===== config.mk =====
export PLATFORM = sky130hd
export DESIGN_NAME = sacp_top
export DESIGN_NICKNAME = d
export VERILOG_FILES = /design/src/shared/sacp_pkg.sv /design/src/rtl/sacp_top.sv
export VERILOG_INCLUDE_DIRS = /design/src /design/src/shared
export SDC_FILE = /design/constraint.sdc
export NUM_CORES = 1
export LEC_CHECK = 0
export BUFFER_PORTS_ARGS = -buffer_cell sky130_fd_sc_hd__buf_2
export CAP_MARGIN = 0
export CORE_AREA = 3 3 129 131
export CTS_BUF_LIST = sky130_fd_sc_hd__clkbuf_8 sky130_fd_sc_hd__clkbuf_16
export DETAILED_ROUTE_END_ITERATION = 10
export DIE_AREA = 0 0 132 134
export PLACE_DENSITY = 0.85
export SLEW_MARGIN = 10
export SYNTH_ARGS = -nofsm -noshare
export SYNTH_HDL_FRONTEND = slang
export SYNTH_SLANG_ARGS = --single-unit

===== constraint.sdc =====
create_clock -name CLK -period 8.2 [get_ports CLK]
set_clock_uncertainty 0.1 [all_clocks]
set_input_delay 1.23 -clock CLK [delete_from_list [all_inputs] [get_ports CLK]]
set_output_delay 1.23 -clock CLK [all_outputs]
set_load 0.03 [all_outputs]

===== src/shared/sacp_regs.svh =====
// constants of the serial converter control port
`ifndef SACP_REGS_SVH
`define SACP_REGS_SVH
`define SACP_RES_W 13
`define SACP_WORD_W 17
`define SACP_CMD_W 5
`define SACP_STAT_W 4
`define SACP_LEN_13 5'h0d
`define SACP_LEN_17 5'h11
`define SACP_LEN_9 5'h09
`define SACP_TPU_US 700
`define SACP_CLK_MHZ 200
`define SACP_PROGRAM_ENABLE_N_CCLKS 44
`define SACP_CAL_CCLKS 4944
`define SACP_ZERO_CCLKS 76
`define SACP_FIFO_DEPTH 8
`define SACP_TMR_W 18
`define SACP_CNT_W 5
`endif


===== src/shared/sacp_pkg.sv =====
// types of the serial converter control port
package sacp_pkg;
  typedef enum logic [1:0] {
    SACP_LEN13 = 2'h0,
    SACP_LEN17 = 2'h1,
    SACP_LEN9 = 2'h2,
    SACP_LEN13B = 2'h3
  } sacp_len_e;

  typedef enum logic [1:0] {
    SACP_OP_PROGRAM_ENABLE_N = 2'h0,
    SACP_OP_CAL = 2'h1,
    SACP_OP_ZERO = 2'h2,
    SACP_OP_PDOWN = 2'h3
  } sacp_op_e;

  typedef enum logic [2:0] {
    SACP_ST_IDLE = 3'h0,
    SACP_ST_BUSY = 3'h1,
    SACP_ST_FETCH = 3'h2,
    SACP_ST_PD = 3'h3,
    SACP_ST_PWRUP = 3'h4
  } sacp_state_e;

  typedef struct packed {
    sacp_op_e op;
    logic lsb_first;
    sacp_len_e len;
  } sacp_mode_s;

  typedef struct packed {
    logic cs_n;
    logic sclk;
    logic din;
    logic pe_n;
    logic conversion_clock;
    logic pd;
  } sacp_pins_s;
endpackage : sacp_pkg


===== src/rtl/sacp_top.sv =====
// serial converter control port: result fifo and pin-side logic
//
// Contract
// drive result pin only while selected
// result and status leave on sclk falls
// word length and format follow mode bits
// command bit taken on sclk rise
// eoc low while busy or powered down
// eoc rises when a cycle completes
// host holds program enable low to configure
// program enable high: read only, no change
// host avoids read-only access while busy
// select held low: first bit at eoc rise
// select toggled: first bit at select fall
// host lowers select only with sclk low
// select fall aborts conversion; host discards data
// host gives exact clock count per sequence
// thirteen clocks per sequence after power-up
// expected clock count equals word length
// ready flag low while shifting, then high
// power down on pin, up within 700us
// conversion timed from conversion clock edges
// command acts only after full count
`include "sacp_regs.svh"

module sacp_fifo #(
  parameter int WIDTH = `SACP_RES_W,
  parameter int DEPTH = `SACP_FIFO_DEPTH
) (
  input wire logic CLK,
  input wire logic RST_N,
  input wire logic CE,
  input wire logic [WIDTH-1:0] IN_DATA,
  input wire logic IN_VALID,
  output logic IN_READY,
  output logic [WIDTH-1:0] OUT_DATA,
  output logic OUT_VALID,
  input wire logic OUT_READY
);
  localparam int AW = (DEPTH > 1) ? $clog2(DEPTH) : 1;
  localparam logic [AW:0] FULL_CNT = (AW + 1)'(DEPTH);
  localparam logic [AW-1:0] LAST_PTR = AW'(DEPTH - 1);

  generate
    if (DEPTH < 2 || WIDTH < 1) begin : g_bad
      $error("sacp_fifo: depth below two or empty width");
    end
  endgenerate

  logic [WIDTH-1:0] mem [DEPTH];
  logic [AW-1:0] wr_ptr_ff;
  logic [AW-1:0] rd_ptr_ff;
  logic [AW:0] cnt_ff;
  logic room_ff;
  logic empty_ff;

  wire push = IN_VALID && room_ff;
  wire pop = OUT_READY && !empty_ff;
  wire [AW:0] nxt_cnt = cnt_ff + (AW + 1)'(push) - (AW + 1)'(pop);
  wire [AW-1:0] nxt_wr =
    (wr_ptr_ff == LAST_PTR) ? '0 : wr_ptr_ff + AW'(1);
  wire [AW-1:0] nxt_rd =
    (rd_ptr_ff == LAST_PTR) ? '0 : rd_ptr_ff + AW'(1);

  assign IN_READY = room_ff;
  assign OUT_VALID = !empty_ff;
  assign OUT_DATA = mem[rd_ptr_ff];

  // storage holds no reset so it maps onto plain ram
  always_ff @(posedge CLK) begin
    if (CE && push) begin
      mem[wr_ptr_ff] <= IN_DATA;
    end
  end

  always_ff @(posedge CLK or negedge RST_N) begin
    if (!RST_N) begin
      wr_ptr_ff <= '0;
      rd_ptr_ff <= '0;
      cnt_ff <= '0;
      room_ff <= 1'b1;
      empty_ff <= 1'b1;
    end else if (CE) begin
      if (push) begin
        wr_ptr_ff <= nxt_wr;
      end
      if (pop) begin
        rd_ptr_ff <= nxt_rd;
      end
      cnt_ff <= nxt_cnt;
      room_ff <= (nxt_cnt != FULL_CNT);
      empty_ff <= (nxt_cnt == '0);
    end
  end
endmodule : sacp_fifo

module sacp_top #(
  parameter int FIFO_DEPTH = `SACP_FIFO_DEPTH,
  parameter int PROGRAM_ENABLE_N_CCLKS = `SACP_PROGRAM_ENABLE_N_CCLKS,
  parameter int CAL_CCLKS = `SACP_CAL_CCLKS,
  parameter int ZERO_CCLKS = `SACP_ZERO_CCLKS,
  parameter int PWRUP_CYCLES = `SACP_TPU_US * `SACP_CLK_MHZ
) (
  input wire logic CLK,
  input wire logic RST_N,
  input wire logic CE,
  input wire logic CS_N,
  input wire logic SCLK,
  input wire logic COMMAND_IN_PIN,
  input wire logic PROGRAM_ENABLE_N,
  input wire logic CONVERSION_CLOCK,
  input wire logic POWER_DOWN_PIN,
  input wire logic [`SACP_RES_W-1:0] SAMPLE_DATA,
  input wire logic SAMPLE_VALID,
  output logic SAMPLE_READY,
  output logic RESULT_O,
  output logic RESULT_OE,
  output logic EOC,
  output logic OUTPUT_READY_FLAG
);
  localparam int TMR_MAX = 2 ** `SACP_TMR_W;

  generate
    if (PWRUP_CYCLES < 1 || PWRUP_CYCLES >= TMR_MAX ||
        PROGRAM_ENABLE_N_CCLKS < 1 || PROGRAM_ENABLE_N_CCLKS >= TMR_MAX ||
        CAL_CCLKS < 1 || CAL_CCLKS >= TMR_MAX ||
        ZERO_CCLKS < 1 || ZERO_CCLKS >= TMR_MAX) begin : g_bad
      $error("sacp_top: cycle count outside timer range");
    end
  endgenerate

  // expected clocks per sequence for a length code
  function automatic logic [`SACP_CNT_W-1:0] len_of(
    input sacp_pkg::sacp_len_e len
  );
    case (len)
      sacp_pkg::SACP_LEN17: len_of = `SACP_LEN_17;
      sacp_pkg::SACP_LEN9: len_of = `SACP_LEN_9;
      default: len_of = `SACP_LEN_13;
    endcase
  endfunction : len_of

  // left aligned output word, bit order per mode
  function automatic logic [`SACP_WORD_W-1:0] frame(
    input sacp_pkg::sacp_mode_s mode,
    input logic [`SACP_RES_W-1:0] res
  );
    logic [`SACP_WORD_W-1:0] w;
    logic [`SACP_WORD_W-1:0] r;
    logic [`SACP_CNT_W-1:0] n;
    w = '0;
    r = '0;
    n = len_of(mode.len);
    if (mode.len == sacp_pkg::SACP_LEN17) begin
      w = {mode.op, mode.len, res};
    end else begin
      w = {res, `SACP_STAT_W'(0)};
    end
    for (int i = 0; i < `SACP_WORD_W; i++) begin
      if (i < int'(n)) begin
        r[`SACP_WORD_W-1-i] = w[`SACP_WORD_W - int'(n) + i];
      end
    end
    frame = mode.lsb_first ? r : w;
  endfunction : frame

  // two flops on every pin, third stage only for edge finding
  sacp_pkg::sacp_pins_s raw;
  sacp_pkg::sacp_pins_s s1_ff;
  sacp_pkg::sacp_pins_s s2_ff;
  sacp_pkg::sacp_pins_s s3_ff;

  assign raw = '{cs_n: CS_N, sclk: SCLK, din: COMMAND_IN_PIN,
                 pe_n: PROGRAM_ENABLE_N, conversion_clock: CONVERSION_CLOCK,
                 pd: POWER_DOWN_PIN};

  always_ff @(posedge CLK or negedge RST_N) begin
    if (!RST_N) begin
      s1_ff <= '{cs_n: 1'b1, default: 1'b0};
      s2_ff <= '{cs_n: 1'b1, default: 1'b0};
      s3_ff <= '{cs_n: 1'b1, default: 1'b0};
    end else if (CE) begin
      s1_ff <= raw;
      s2_ff <= s1_ff;
      s3_ff <= s2_ff;
    end
  end

  wire sel = !s2_ff.cs_n;
  wire cs_fall = s3_ff.cs_n && !s2_ff.cs_n;
  wire sclk_rise = sel && !s3_ff.sclk && s2_ff.sclk;
  wire sclk_fall = sel && s3_ff.sclk && !s2_ff.sclk;
  wire conversion_clock_rise = !s3_ff.conversion_clock && s2_ff.conversion_clock;

  sacp_pkg::sacp_state_e state_ff;
  sacp_pkg::sacp_state_e nxt_state;
  sacp_pkg::sacp_mode_s mode_ff;
  logic [`SACP_CMD_W-1:0] cmd_sr_ff;
  logic [`SACP_CNT_W-1:0] rx_cnt_ff;
  logic [`SACP_TMR_W-1:0] tmr_ff;
  logic [`SACP_TMR_W-1:0] nxt_tmr;
  logic sleep_ff;
  logic nxt_sleep;
  logic [`SACP_RES_W-1:0] result_ff;
  logic [`SACP_WORD_W-1:0] out_sr_ff;
  logic [`SACP_CNT_W-1:0] tx_left_ff;
  logic oe_ff;
  logic eoc_ff;
  logic ready_ff;

  // result fifo: an empty fifo holds the conversion in fetch
  logic [`SACP_RES_W-1:0] fifo_data;
  logic fifo_valid;
  logic fifo_in_ready;
  wire fifo_pop = (state_ff == sacp_pkg::SACP_ST_FETCH);

  sacp_fifo #(
    .WIDTH(`SACP_RES_W),
    .DEPTH(FIFO_DEPTH)
  ) u_fifo (
    .CLK(CLK),
    .RST_N(RST_N),
    .CE(CE),
    .IN_DATA(SAMPLE_DATA),
    .IN_VALID(SAMPLE_VALID),
    .IN_READY(fifo_in_ready),
    .OUT_DATA(fifo_data),
    .OUT_VALID(fifo_valid),
    .OUT_READY(fifo_pop)
  );

  assign SAMPLE_READY = fifo_in_ready;

  // command reception
  wire [`SACP_CNT_W-1:0] word_len = len_of(mode_ff.len);
  wire [`SACP_CNT_W-1:0] rx_next = rx_cnt_ff + `SACP_CNT_W'(1);
  wire rx_done = sclk_rise && (rx_next == word_len);
  wire [`SACP_CMD_W-1:0] cmd_word = {cmd_sr_ff[`SACP_CMD_W-2:0], s2_ff.din};
  wire cmd_acc = rx_done && !s2_ff.pe_n && !s2_ff.pd &&
                 (state_ff == sacp_pkg::SACP_ST_IDLE);
  wire sacp_pkg::sacp_mode_s new_mode = cmd_word;

  always_ff @(posedge CLK or negedge RST_N) begin
    if (!RST_N) begin
      cmd_sr_ff <= '0;
      rx_cnt_ff <= '0;
      mode_ff <= '0;
    end else if (CE) begin
      if (cs_fall || rx_done) begin
        rx_cnt_ff <= '0;
      end else if (sclk_rise) begin
        rx_cnt_ff <= rx_next;
      end
      if (sclk_rise && !s2_ff.pe_n) begin
        cmd_sr_ff <= cmd_word;
      end
      if (cmd_acc) begin
        mode_ff <= new_mode;
      end
    end
  end

  // conversion, calibration and zeroing counted in conversion_clock edges
  wire [`SACP_TMR_W-1:0] busy_last =
    (mode_ff.op == sacp_pkg::SACP_OP_CAL) ? `SACP_TMR_W'(CAL_CCLKS - 1) :
    (mode_ff.op == sacp_pkg::SACP_OP_ZERO) ? `SACP_TMR_W'(ZERO_CCLKS - 1) :
    `SACP_TMR_W'(PROGRAM_ENABLE_N_CCLKS - 1);
  wire [`SACP_TMR_W-1:0] pwrup_last = `SACP_TMR_W'(PWRUP_CYCLES - 1);
  wire [`SACP_TMR_W-1:0] tmr_inc = tmr_ff + `SACP_TMR_W'(1);

  always_comb begin
    nxt_state = state_ff;
    nxt_tmr = tmr_ff;
    nxt_sleep = sleep_ff && !cs_fall;
    case (state_ff)
      sacp_pkg::SACP_ST_IDLE: begin
        if (cmd_acc) begin
          nxt_tmr = '0;
          if (new_mode.op == sacp_pkg::SACP_OP_PDOWN) begin
            nxt_state = sacp_pkg::SACP_ST_PD;
            nxt_sleep = 1'b1;
          end else begin
            nxt_state = sacp_pkg::SACP_ST_BUSY;
          end
        end
      end
      sacp_pkg::SACP_ST_BUSY: begin
        if (cs_fall) begin
          nxt_state = sacp_pkg::SACP_ST_IDLE;
        end else if (conversion_clock_rise) begin
          if (tmr_ff == busy_last) begin
            nxt_state = (mode_ff.op == sacp_pkg::SACP_OP_PROGRAM_ENABLE_N) ?
                        sacp_pkg::SACP_ST_FETCH : sacp_pkg::SACP_ST_IDLE;
          end else begin
            nxt_tmr = tmr_inc;
          end
        end
      end
      sacp_pkg::SACP_ST_FETCH: begin
        if (fifo_valid) begin
          nxt_state = sacp_pkg::SACP_ST_IDLE;
        end
      end
      sacp_pkg::SACP_ST_PD: begin
        if (!s2_ff.pd && !nxt_sleep) begin
          nxt_state = sacp_pkg::SACP_ST_PWRUP;
          nxt_tmr = '0;
        end
      end
      sacp_pkg::SACP_ST_PWRUP: begin
        if (tmr_ff == pwrup_last) begin
          nxt_state = sacp_pkg::SACP_ST_IDLE;
        end else begin
          nxt_tmr = tmr_inc;
        end
      end
      default: begin
        nxt_state = sacp_pkg::SACP_ST_IDLE;
      end
    endcase
    if (s2_ff.pd) begin
      nxt_state = sacp_pkg::SACP_ST_PD;
    end
  end

  // eoc is high only in idle, so every cycle ends on its rise
  wire nxt_eoc = (nxt_state == sacp_pkg::SACP_ST_IDLE);
  wire eoc_rise = nxt_eoc && !eoc_ff;
  wire load = cs_fall || (eoc_rise && sel);
  wire [`SACP_RES_W-1:0] res_now = fifo_pop ? fifo_data : result_ff;
  wire last_fall = sclk_fall && (tx_left_ff == `SACP_CNT_W'(1));

  always_ff @(posedge CLK or negedge RST_N) begin
    if (!RST_N) begin
      state_ff <= sacp_pkg::SACP_ST_IDLE;
      tmr_ff <= '0;
      sleep_ff <= 1'b0;
      eoc_ff <= 1'b1;
      result_ff <= '0;
    end else if (CE) begin
      state_ff <= nxt_state;
      tmr_ff <= nxt_tmr;
      sleep_ff <= nxt_sleep;
      eoc_ff <= nxt_eoc;
      if (fifo_pop && fifo_valid) begin
        result_ff <= fifo_data;
      end
    end
  end

  // output shifter: first bit on load, the rest on sclk falls
  always_ff @(posedge CLK or negedge RST_N) begin
    if (!RST_N) begin
      out_sr_ff <= '0;
      tx_left_ff <= '0;
      oe_ff <= 1'b0;
      ready_ff <= 1'b1;
    end else if (CE) begin
      oe_ff <= sel;
      if (load) begin
        out_sr_ff <= frame(mode_ff, res_now);
        tx_left_ff <= word_len;
        ready_ff <= 1'b0;
      end else if (sclk_fall && tx_left_ff != '0) begin
        out_sr_ff <= {out_sr_ff[`SACP_WORD_W-2:0], 1'b0};
        tx_left_ff <= tx_left_ff - `SACP_CNT_W'(1);
        if (last_fall) begin
          ready_ff <= 1'b1;
        end
      end
    end
  end

  // a read-only access shifts the stored word and leaves the mode unchanged
  assign RESULT_O = out_sr_ff[`SACP_WORD_W-1];
  assign RESULT_OE = oe_ff;
  assign EOC = eoc_ff;
  assign OUTPUT_READY_FLAG = ready_ff;
endmodule : sacp_top


==> results of run 1 <==
sequential cells by signal, summed over array words and instances, names as in the netlist, 4 cells and up:
register and count:
cmd_sr_ff 4, mode_ff 5, out_sr_ff 17, result_ff 13, rx_cnt_ff 5, s1_ff 6, s2_ff 5, tmr_ff 18
tx_left_ff 5, u_fifo.cnt_ff 4, u_fifo.mem 104
worst max-delay path, cell delays in order, from the launching register on:
cell and delay, ns:
dfrtp_1 0.40, inv_1 0.06, ha_1 0.79, nand2b_1 0.22, a21o_1 0.11, a31oi_1 0.13, nor4_1 0.66, or4_1 0.26
o31a_1 0.60, nor2_1 0.21, a221o_1 0.36
kinds of logic after synthesis:
family	synth area share [%]
AO/OA/AOI/OAI	12.40
XOR/XNOR	1.575
adder cells (fa/ha/maj)	2.575
buffers and inverters	2.987
flip-flops	56.54
multiplexers	11.79
AND/OR/NAND/NOR	12.14
metrics by stage:
step,worst slack [ns],hold slack [ns],std cells,utilization (%)
finish,4.188,0.3723,1097,70.27
global route,4.012,0.4049,1097,70.27
CTS,4.288,0.3835,1097,70.27
detailed placement,4.131,0.3704,1060,66.22
global placement,4.251,0.3598,1060,66.22
floorplan,4.538,0.3432,845,-
metal layers:
layer | track usage, % | vias to the layer above
li1 | - | 3177
met3 | 3.413 | 48
met4 | 7.585 | 0
met2 | 40.71 | 252
met1 | 33.15 | 3364
met5 | 0 | -
layout make-up:
cell class,count,area (um^2)
Clock buffer,22,539.3
Clock inverter,15,96.34
Fill cell,1065,4672
Inverter,30,112.6
Multi-Input combinational cell,564,4090
Sequential cell,205,5659
Tap cell,216,270.3
Timing Repair Buffer,45,272.8
final timing paths:
kind,startpoint,to,slack [ns],cells after the start
max,mode_ff[0],out_sr_ff[8],4.19,10
min,out_sr_ff[16],out_sr_ff[16],0.37,2
max reg2reg,mode_ff[0],out_sr_ff[8],4.19,10
min reg2reg,out_sr_ff[16],out_sr_ff[16],0.37,2
max in group asynchronous,RST_N,out_sr_ff[5],6.20,2
min in group asynchronous,RST_N,tmr_ff[9],0.54,1
power breakdown:
| group | internal (W) | total (W) | switching (W) |
|---|---|---|---|
| Sequential | 0.00127 | 0.00139 | 0.000119 |
| Combinational | 0.000455 | 0.00106 | 0.000607 |
| Clock | 0.000506 | 0.000886 | 0.000380 |
| Total | 0.00223 | 0.00333 | 0.00111 |
synthesized netlist by cell type (4+ instances only):
library cell	n	area, um^2
a211oi_1	5	37.54
a21o_1	7	52.55
a21oi_1	20	100.1
a221oi_1	4	35.03
a22o_1	4	35.03
a31oi_1	5	31.28
and2_1	5	31.28
and3_1	10	62.56
buf_1	4	15.01
buf_2	5	25.02
clkbuf_1	36	135.1
dfrtp_1	94	2352
dfstp_2	7	183.9
edfxtp_1	104	3123
ha_1	19	237.7
inv_1	29	108.9
mux2_2	37	416.7
mux2i_1	29	290.3
mux4_2	21	473.0
nand2_1	76	285.3
nand2b_1	21	131.4
nand3_1	16	80.08
nand4_1	6	37.54
nor2_1	60	225.2
nor2b_1	8	50.05
nor3_1	24	120.1
nor4_1	6	37.54
o211ai_1	4	30.03
o21ai_0	73	365.4
o22ai_1	10	62.56
o2bb2ai_1	4	35.03
o31ai_1	14	105.1
o32ai_1	4	35.03
or2_2	5	31.28
xnor2_1	13	113.9
xor2_1	5	43.79
==> flow_metrics.tcl, run 1 <==
set metrics [dict create \
    status "finished clean" \
    drt_iter0_drc 583 \
    layout_commonest_cell "edfxtp_1" \
    clockBufferDepth 3 \
    synth_edf_count 104 \
    syn_inst 845 \
    yosysUniqueCellTypes 69 \
    final_cell_mix "edfxtp_1 (104), dfrtp_1 (94), nand2_1 (76)" \
    initial_utilization_pct 63.70 \
    hold_class "reg2reg" \
    netlist_area_um2 10010 \
    fp.dieW_um 132 \
    max_freq_mhz 249.3 \
    wl_met2_mm 10.39 \
    antenna_cells 0 \
    dieHeight_um 134 \
    wl_met1_mm 8.825 \
    clkSinkCount 205 \
    postLayoutCellArea_um2 11040 \
    async_reset_ff_share_pct 49.27 \
    vdd_drop_max_uv 216.6 \
    setup_violations 0 \
    period_share_pct 48.92 \
    power_density_nw_per_um2 301.9 \
    maxCapViolations 0 \
    rsz0062_at_grt "false" \
    layout-drive-gt1-share_pct 17.93 \
    grt_pass1_vias 6658 \
    dieArea_um2 17690 \
    final_nets 910 \
    ctsHtreeMaxLevel 1 \
    grt_pass1_wl_mm 34.67 \
    clkTransAtPathRegs_ns 0.06 \
    drtPass1Iterations 5 \
    grt-ovfl-total 0 \
    finalMaxSlewViolations 0 \
    crit_path_max_fanout 25 \
    cts-root-buf "clkbuf_16" \
    wirelength_mm 21.11 \
    post_cts_buffers 0 \
    postCtsHoldBufs 0 \
    worstMarginPinSlew_ns 1.195 \
    gp_congestion 0.9105 \
    grt_usage_pct 24.18 \
    rows 46 \
    routed-wl-met3_mm 1.325 \
    boundaryPins 28 \
    synthFlopType "edfxtp_1" \
    hpwl_mm 13.68 \
    min_period_ns 4.012 \
    cp-start-kind "flop" \
    vias_per_cell 6.236 \
    antenna_found_initial 0 \
    yosysWarnings 0 \
    yosysSeqAreaShare_pct 56.54 \
    tns_ns 0 \
    area_growth_pct 10.30 \
    ant_nets 0 \
    cts_tree "yes" \
    arrival_ns 4.29 \
    io_buffers 27 \
    cts_resized 0 \
    syn-num-nets 888 \
    ys_ff_latch 205 \
    vias 6841 \
    drc 0 \
    leakagePower_nw 4.277 \
    syn_area_per_cell_um2 11.85 \
    place_area_um2 10410 \
    crit_required_ns 8.48 \
    core_area_um2 15710 \
    top_layer "met4" \
    crit_type "reg2reg" \
    total_power_w 0.003333 \
    maxSlewHeadroom_pct 20.12 \
    numCtsBuffers 21 \
    hold_viol_final 0 \
    grt_max_degree 76 \
    clk_latency_ns 0.50 \
    post_drt_wl_per_cell_um 19.24 \
    endpoint_kind "flop" \
]
Note: power is estimated with default switching activity, not from simulation.
==> run 2: changes to the inputs <==
- CORE_AREA: 3 3 129 131 -> 3 3 131 133
- DIE_AREA: 0 0 132 134 -> 0 0 134 136
- PLACE_DENSITY: 0.85 -> 0.83
- clock period: 8.2 -> 3.7 ns (I/O delays scaled with it)
==> run 2 against run 1 <==
Effect of this change: the flow now finishes with violations (hold timing); non-clock buffer count rose by 18; final cell count up 1.9%; first-iteration DRC count rose by 17%; flip-flop and latch count unchanged; total power is 130% higher; die area increased by 3.0%; routed wire length up 5.4%; sequential power rose by 120%; critical endpoint is now out_sr_ff[7].
==> flow_metrics.tcl, run 2 (synthesis gave the netlist of run 1 again) <==
set metrics [dict create \
    status "finished with violations" \
    violations "hold timing" \
    multi_input_area_um2 4090 \
    power_frac_seq_pct 40.3 \
    clkTransAtPathRegs_ns 0.06 \
    boundaryPins 28 \
    vdd_drop_max_uv 596.7 \
    numCtsBuffers 22 \
    cts-root-buf "clkbuf_16" \
    grt_usage_pct 24.84 \
    min_period_ns 3.573 \
    leakagePower_nw 4.423 \
    p_comb_share_pct 30.6 \
    antenna_cells 0 \
    cts_resized 0 \
    antenna_found_initial 0 \
    r2r_slack_ns 0.13 \
    vias 7009 \
    max_freq_mhz 279.9 \
    arrival_ns 3.86 \
    drt_iter0_drc 684 \
    clkSinkCount 205 \
    io_buffers 27 \
    dieHeight_um 136 \
    crit_required_ns 3.98 \
    initial_utilization_pct 62.78 \
    setup_violations 0 \
    regMostFlops "u_fifo.mem" \
    drc 0 \
    power_density_nw_per_um2 680.9 \
    power.internal_w 0.005189 \
    area_growth_pct 13.23 \
    vias_per_cell 6.269 \
    hpwl_mm 14.48 \
    core_area_um2 15940 \
    ant_nets 0 \
    crit_slowest_cell "or4_1" \
    regArea_um2 5659 \
    fill_cells 1098 \
    postCtsHoldBufs 0 \
    period_share_pct 96.57 \
    maxCapViolations 0 \
    hold_viol_final 12 \
    finalMaxSlewViolations 0 \
    crit_top_cell "or4_1" \
    dieArea_um2 18220 \
    layout_commonest_cell "edfxtp_1" \
    final_cell_mix "edfxtp_1 (104), dfrtp_1 (94), nand2_1 (76)" \
    layout-drive-gt1-share_pct 20.07 \
    crit_path_max_fanout 6 \
    grt-ovfl-total 0 \
    crit_type "reg2reg" \
    gp_congestion 0.9708 \
    rsz0062_at_grt "false" \
    reg_top3 "u_fifo.mem: 104 flops, tmr_ff: 18 flops, out_sr_ff: 17 flops" \
    post_drt_wl_per_cell_um 19.90 \
    rows 46 \
    tns_ns 0 \
    endpoint_kind "flop" \
    clockPowerShare_pct 29.1 \
    power.net_switching_w 0.002528 \
    swShare_pct 32.75 \
    grt_max_degree 54 \
    grt_pass1_wl_mm 35.95 \
    hold_class "in2async" \
    maxSlewHeadroom_pct 42.44 \
    path_cells "or4_1 > a2111oi_4 > nand4_1 > a41o_1 > or4_1 > o31a_1 > buf_4 > a2111oi_0 > o31ai_1" \
    clockBufferDepth 3 \
    fp.dieW_um 134 \
    worstMarginPinSlew_ns 0.8614 \
    worst_hold_slack_ns -0.005216 \
    largest_register_ffs 104 \
    cts_tree "yes" \
    final_nets 929 \
    wirelength_mm 22.25 \
    clk_latency_ns 0.52 \
    drtPass1Iterations 6 \
    slowest_delay_ns 0.59 \
    grt_pass1_vias 6952 \
    post_cts_buffers 0 \
    cp-start-kind "flop" \
    ctsHtreeMaxLevel 1 \
]
run 2: metrics by stage:
stage	area [um^2]	setup slack, ns	utilization (%)	instances	total power, W
after floorplan	10010	0.4344	-	845	0.004798
after global placement	10580	0.2903	66.35	1078	0.005367
after detailed placement	10580	0.1915	66.35	1078	0.005466
after CTS	11330	0.1611	71.09	1118	0.007755
after global routing	11330	0.008350	71.09	1118	0.008141
final	11330	0.1270	71.09	1118	0.007717
run 2: final timing paths:
path | start | end | depth (start not counted)
worst max-delay path | tmr_ff[4] | out_sr_ff[7] | 9
worst min-delay path | RST_N | tmr_ff[16] | 1
worst max register to register | tmr_ff[4] | out_sr_ff[7] | 9
worst min register to register | result_ff[12] | result_ff[12] | 2
max in group asynchronous | RST_N | u_fifo.empty_ff | 2
min in group CLK | CONVERSION_CLOCK | s1_ff[1] | 2
run 2: metal layers:
metal | GRT usage (%) | wire [um]
met1 | 33.32 | 9282
met2 | 42.48 | 11030
met3 | 3.738 | 1320
met4 | 7.486 | 610
met5 | 0 | 0
run 2: cell type report:
| cell class | instances | area share [%] |
|---|---|---|
| Clock buffer | 23 | 4.979 |
| Sequential cell | 205 | 49.93 |
| Inverter | 30 | 0.9936 |
| Multi-Input combinational cell | 564 | 36.09 |
| Timing Repair Buffer | 63 | 3.930 |
| Tap cell | 216 | 2.385 |
| Clock inverter | 17 | 1.689 |
run 2: power groups by stage:
stage	registers, W	clock network [W]	logic [W]
3_5_place_dp	0.00314	0	0.00233
3_3_place_gp	0.00312	0	0.00225
2_1_floorplan	0.00304	0	0.00175
4_1_cts	0.00311	0.00229	0.00236
6_report	0.00311	0.00225	0.00236
5_1_grt	0.00316	0.00237	0.00261
run 2: critical path: cells and delay by family (launching register included):
family          cells  cell delay, ns
compound gates      5            1.39
simple gates        3            1.34
flops               1            0.43
buf+inv             1            0.17
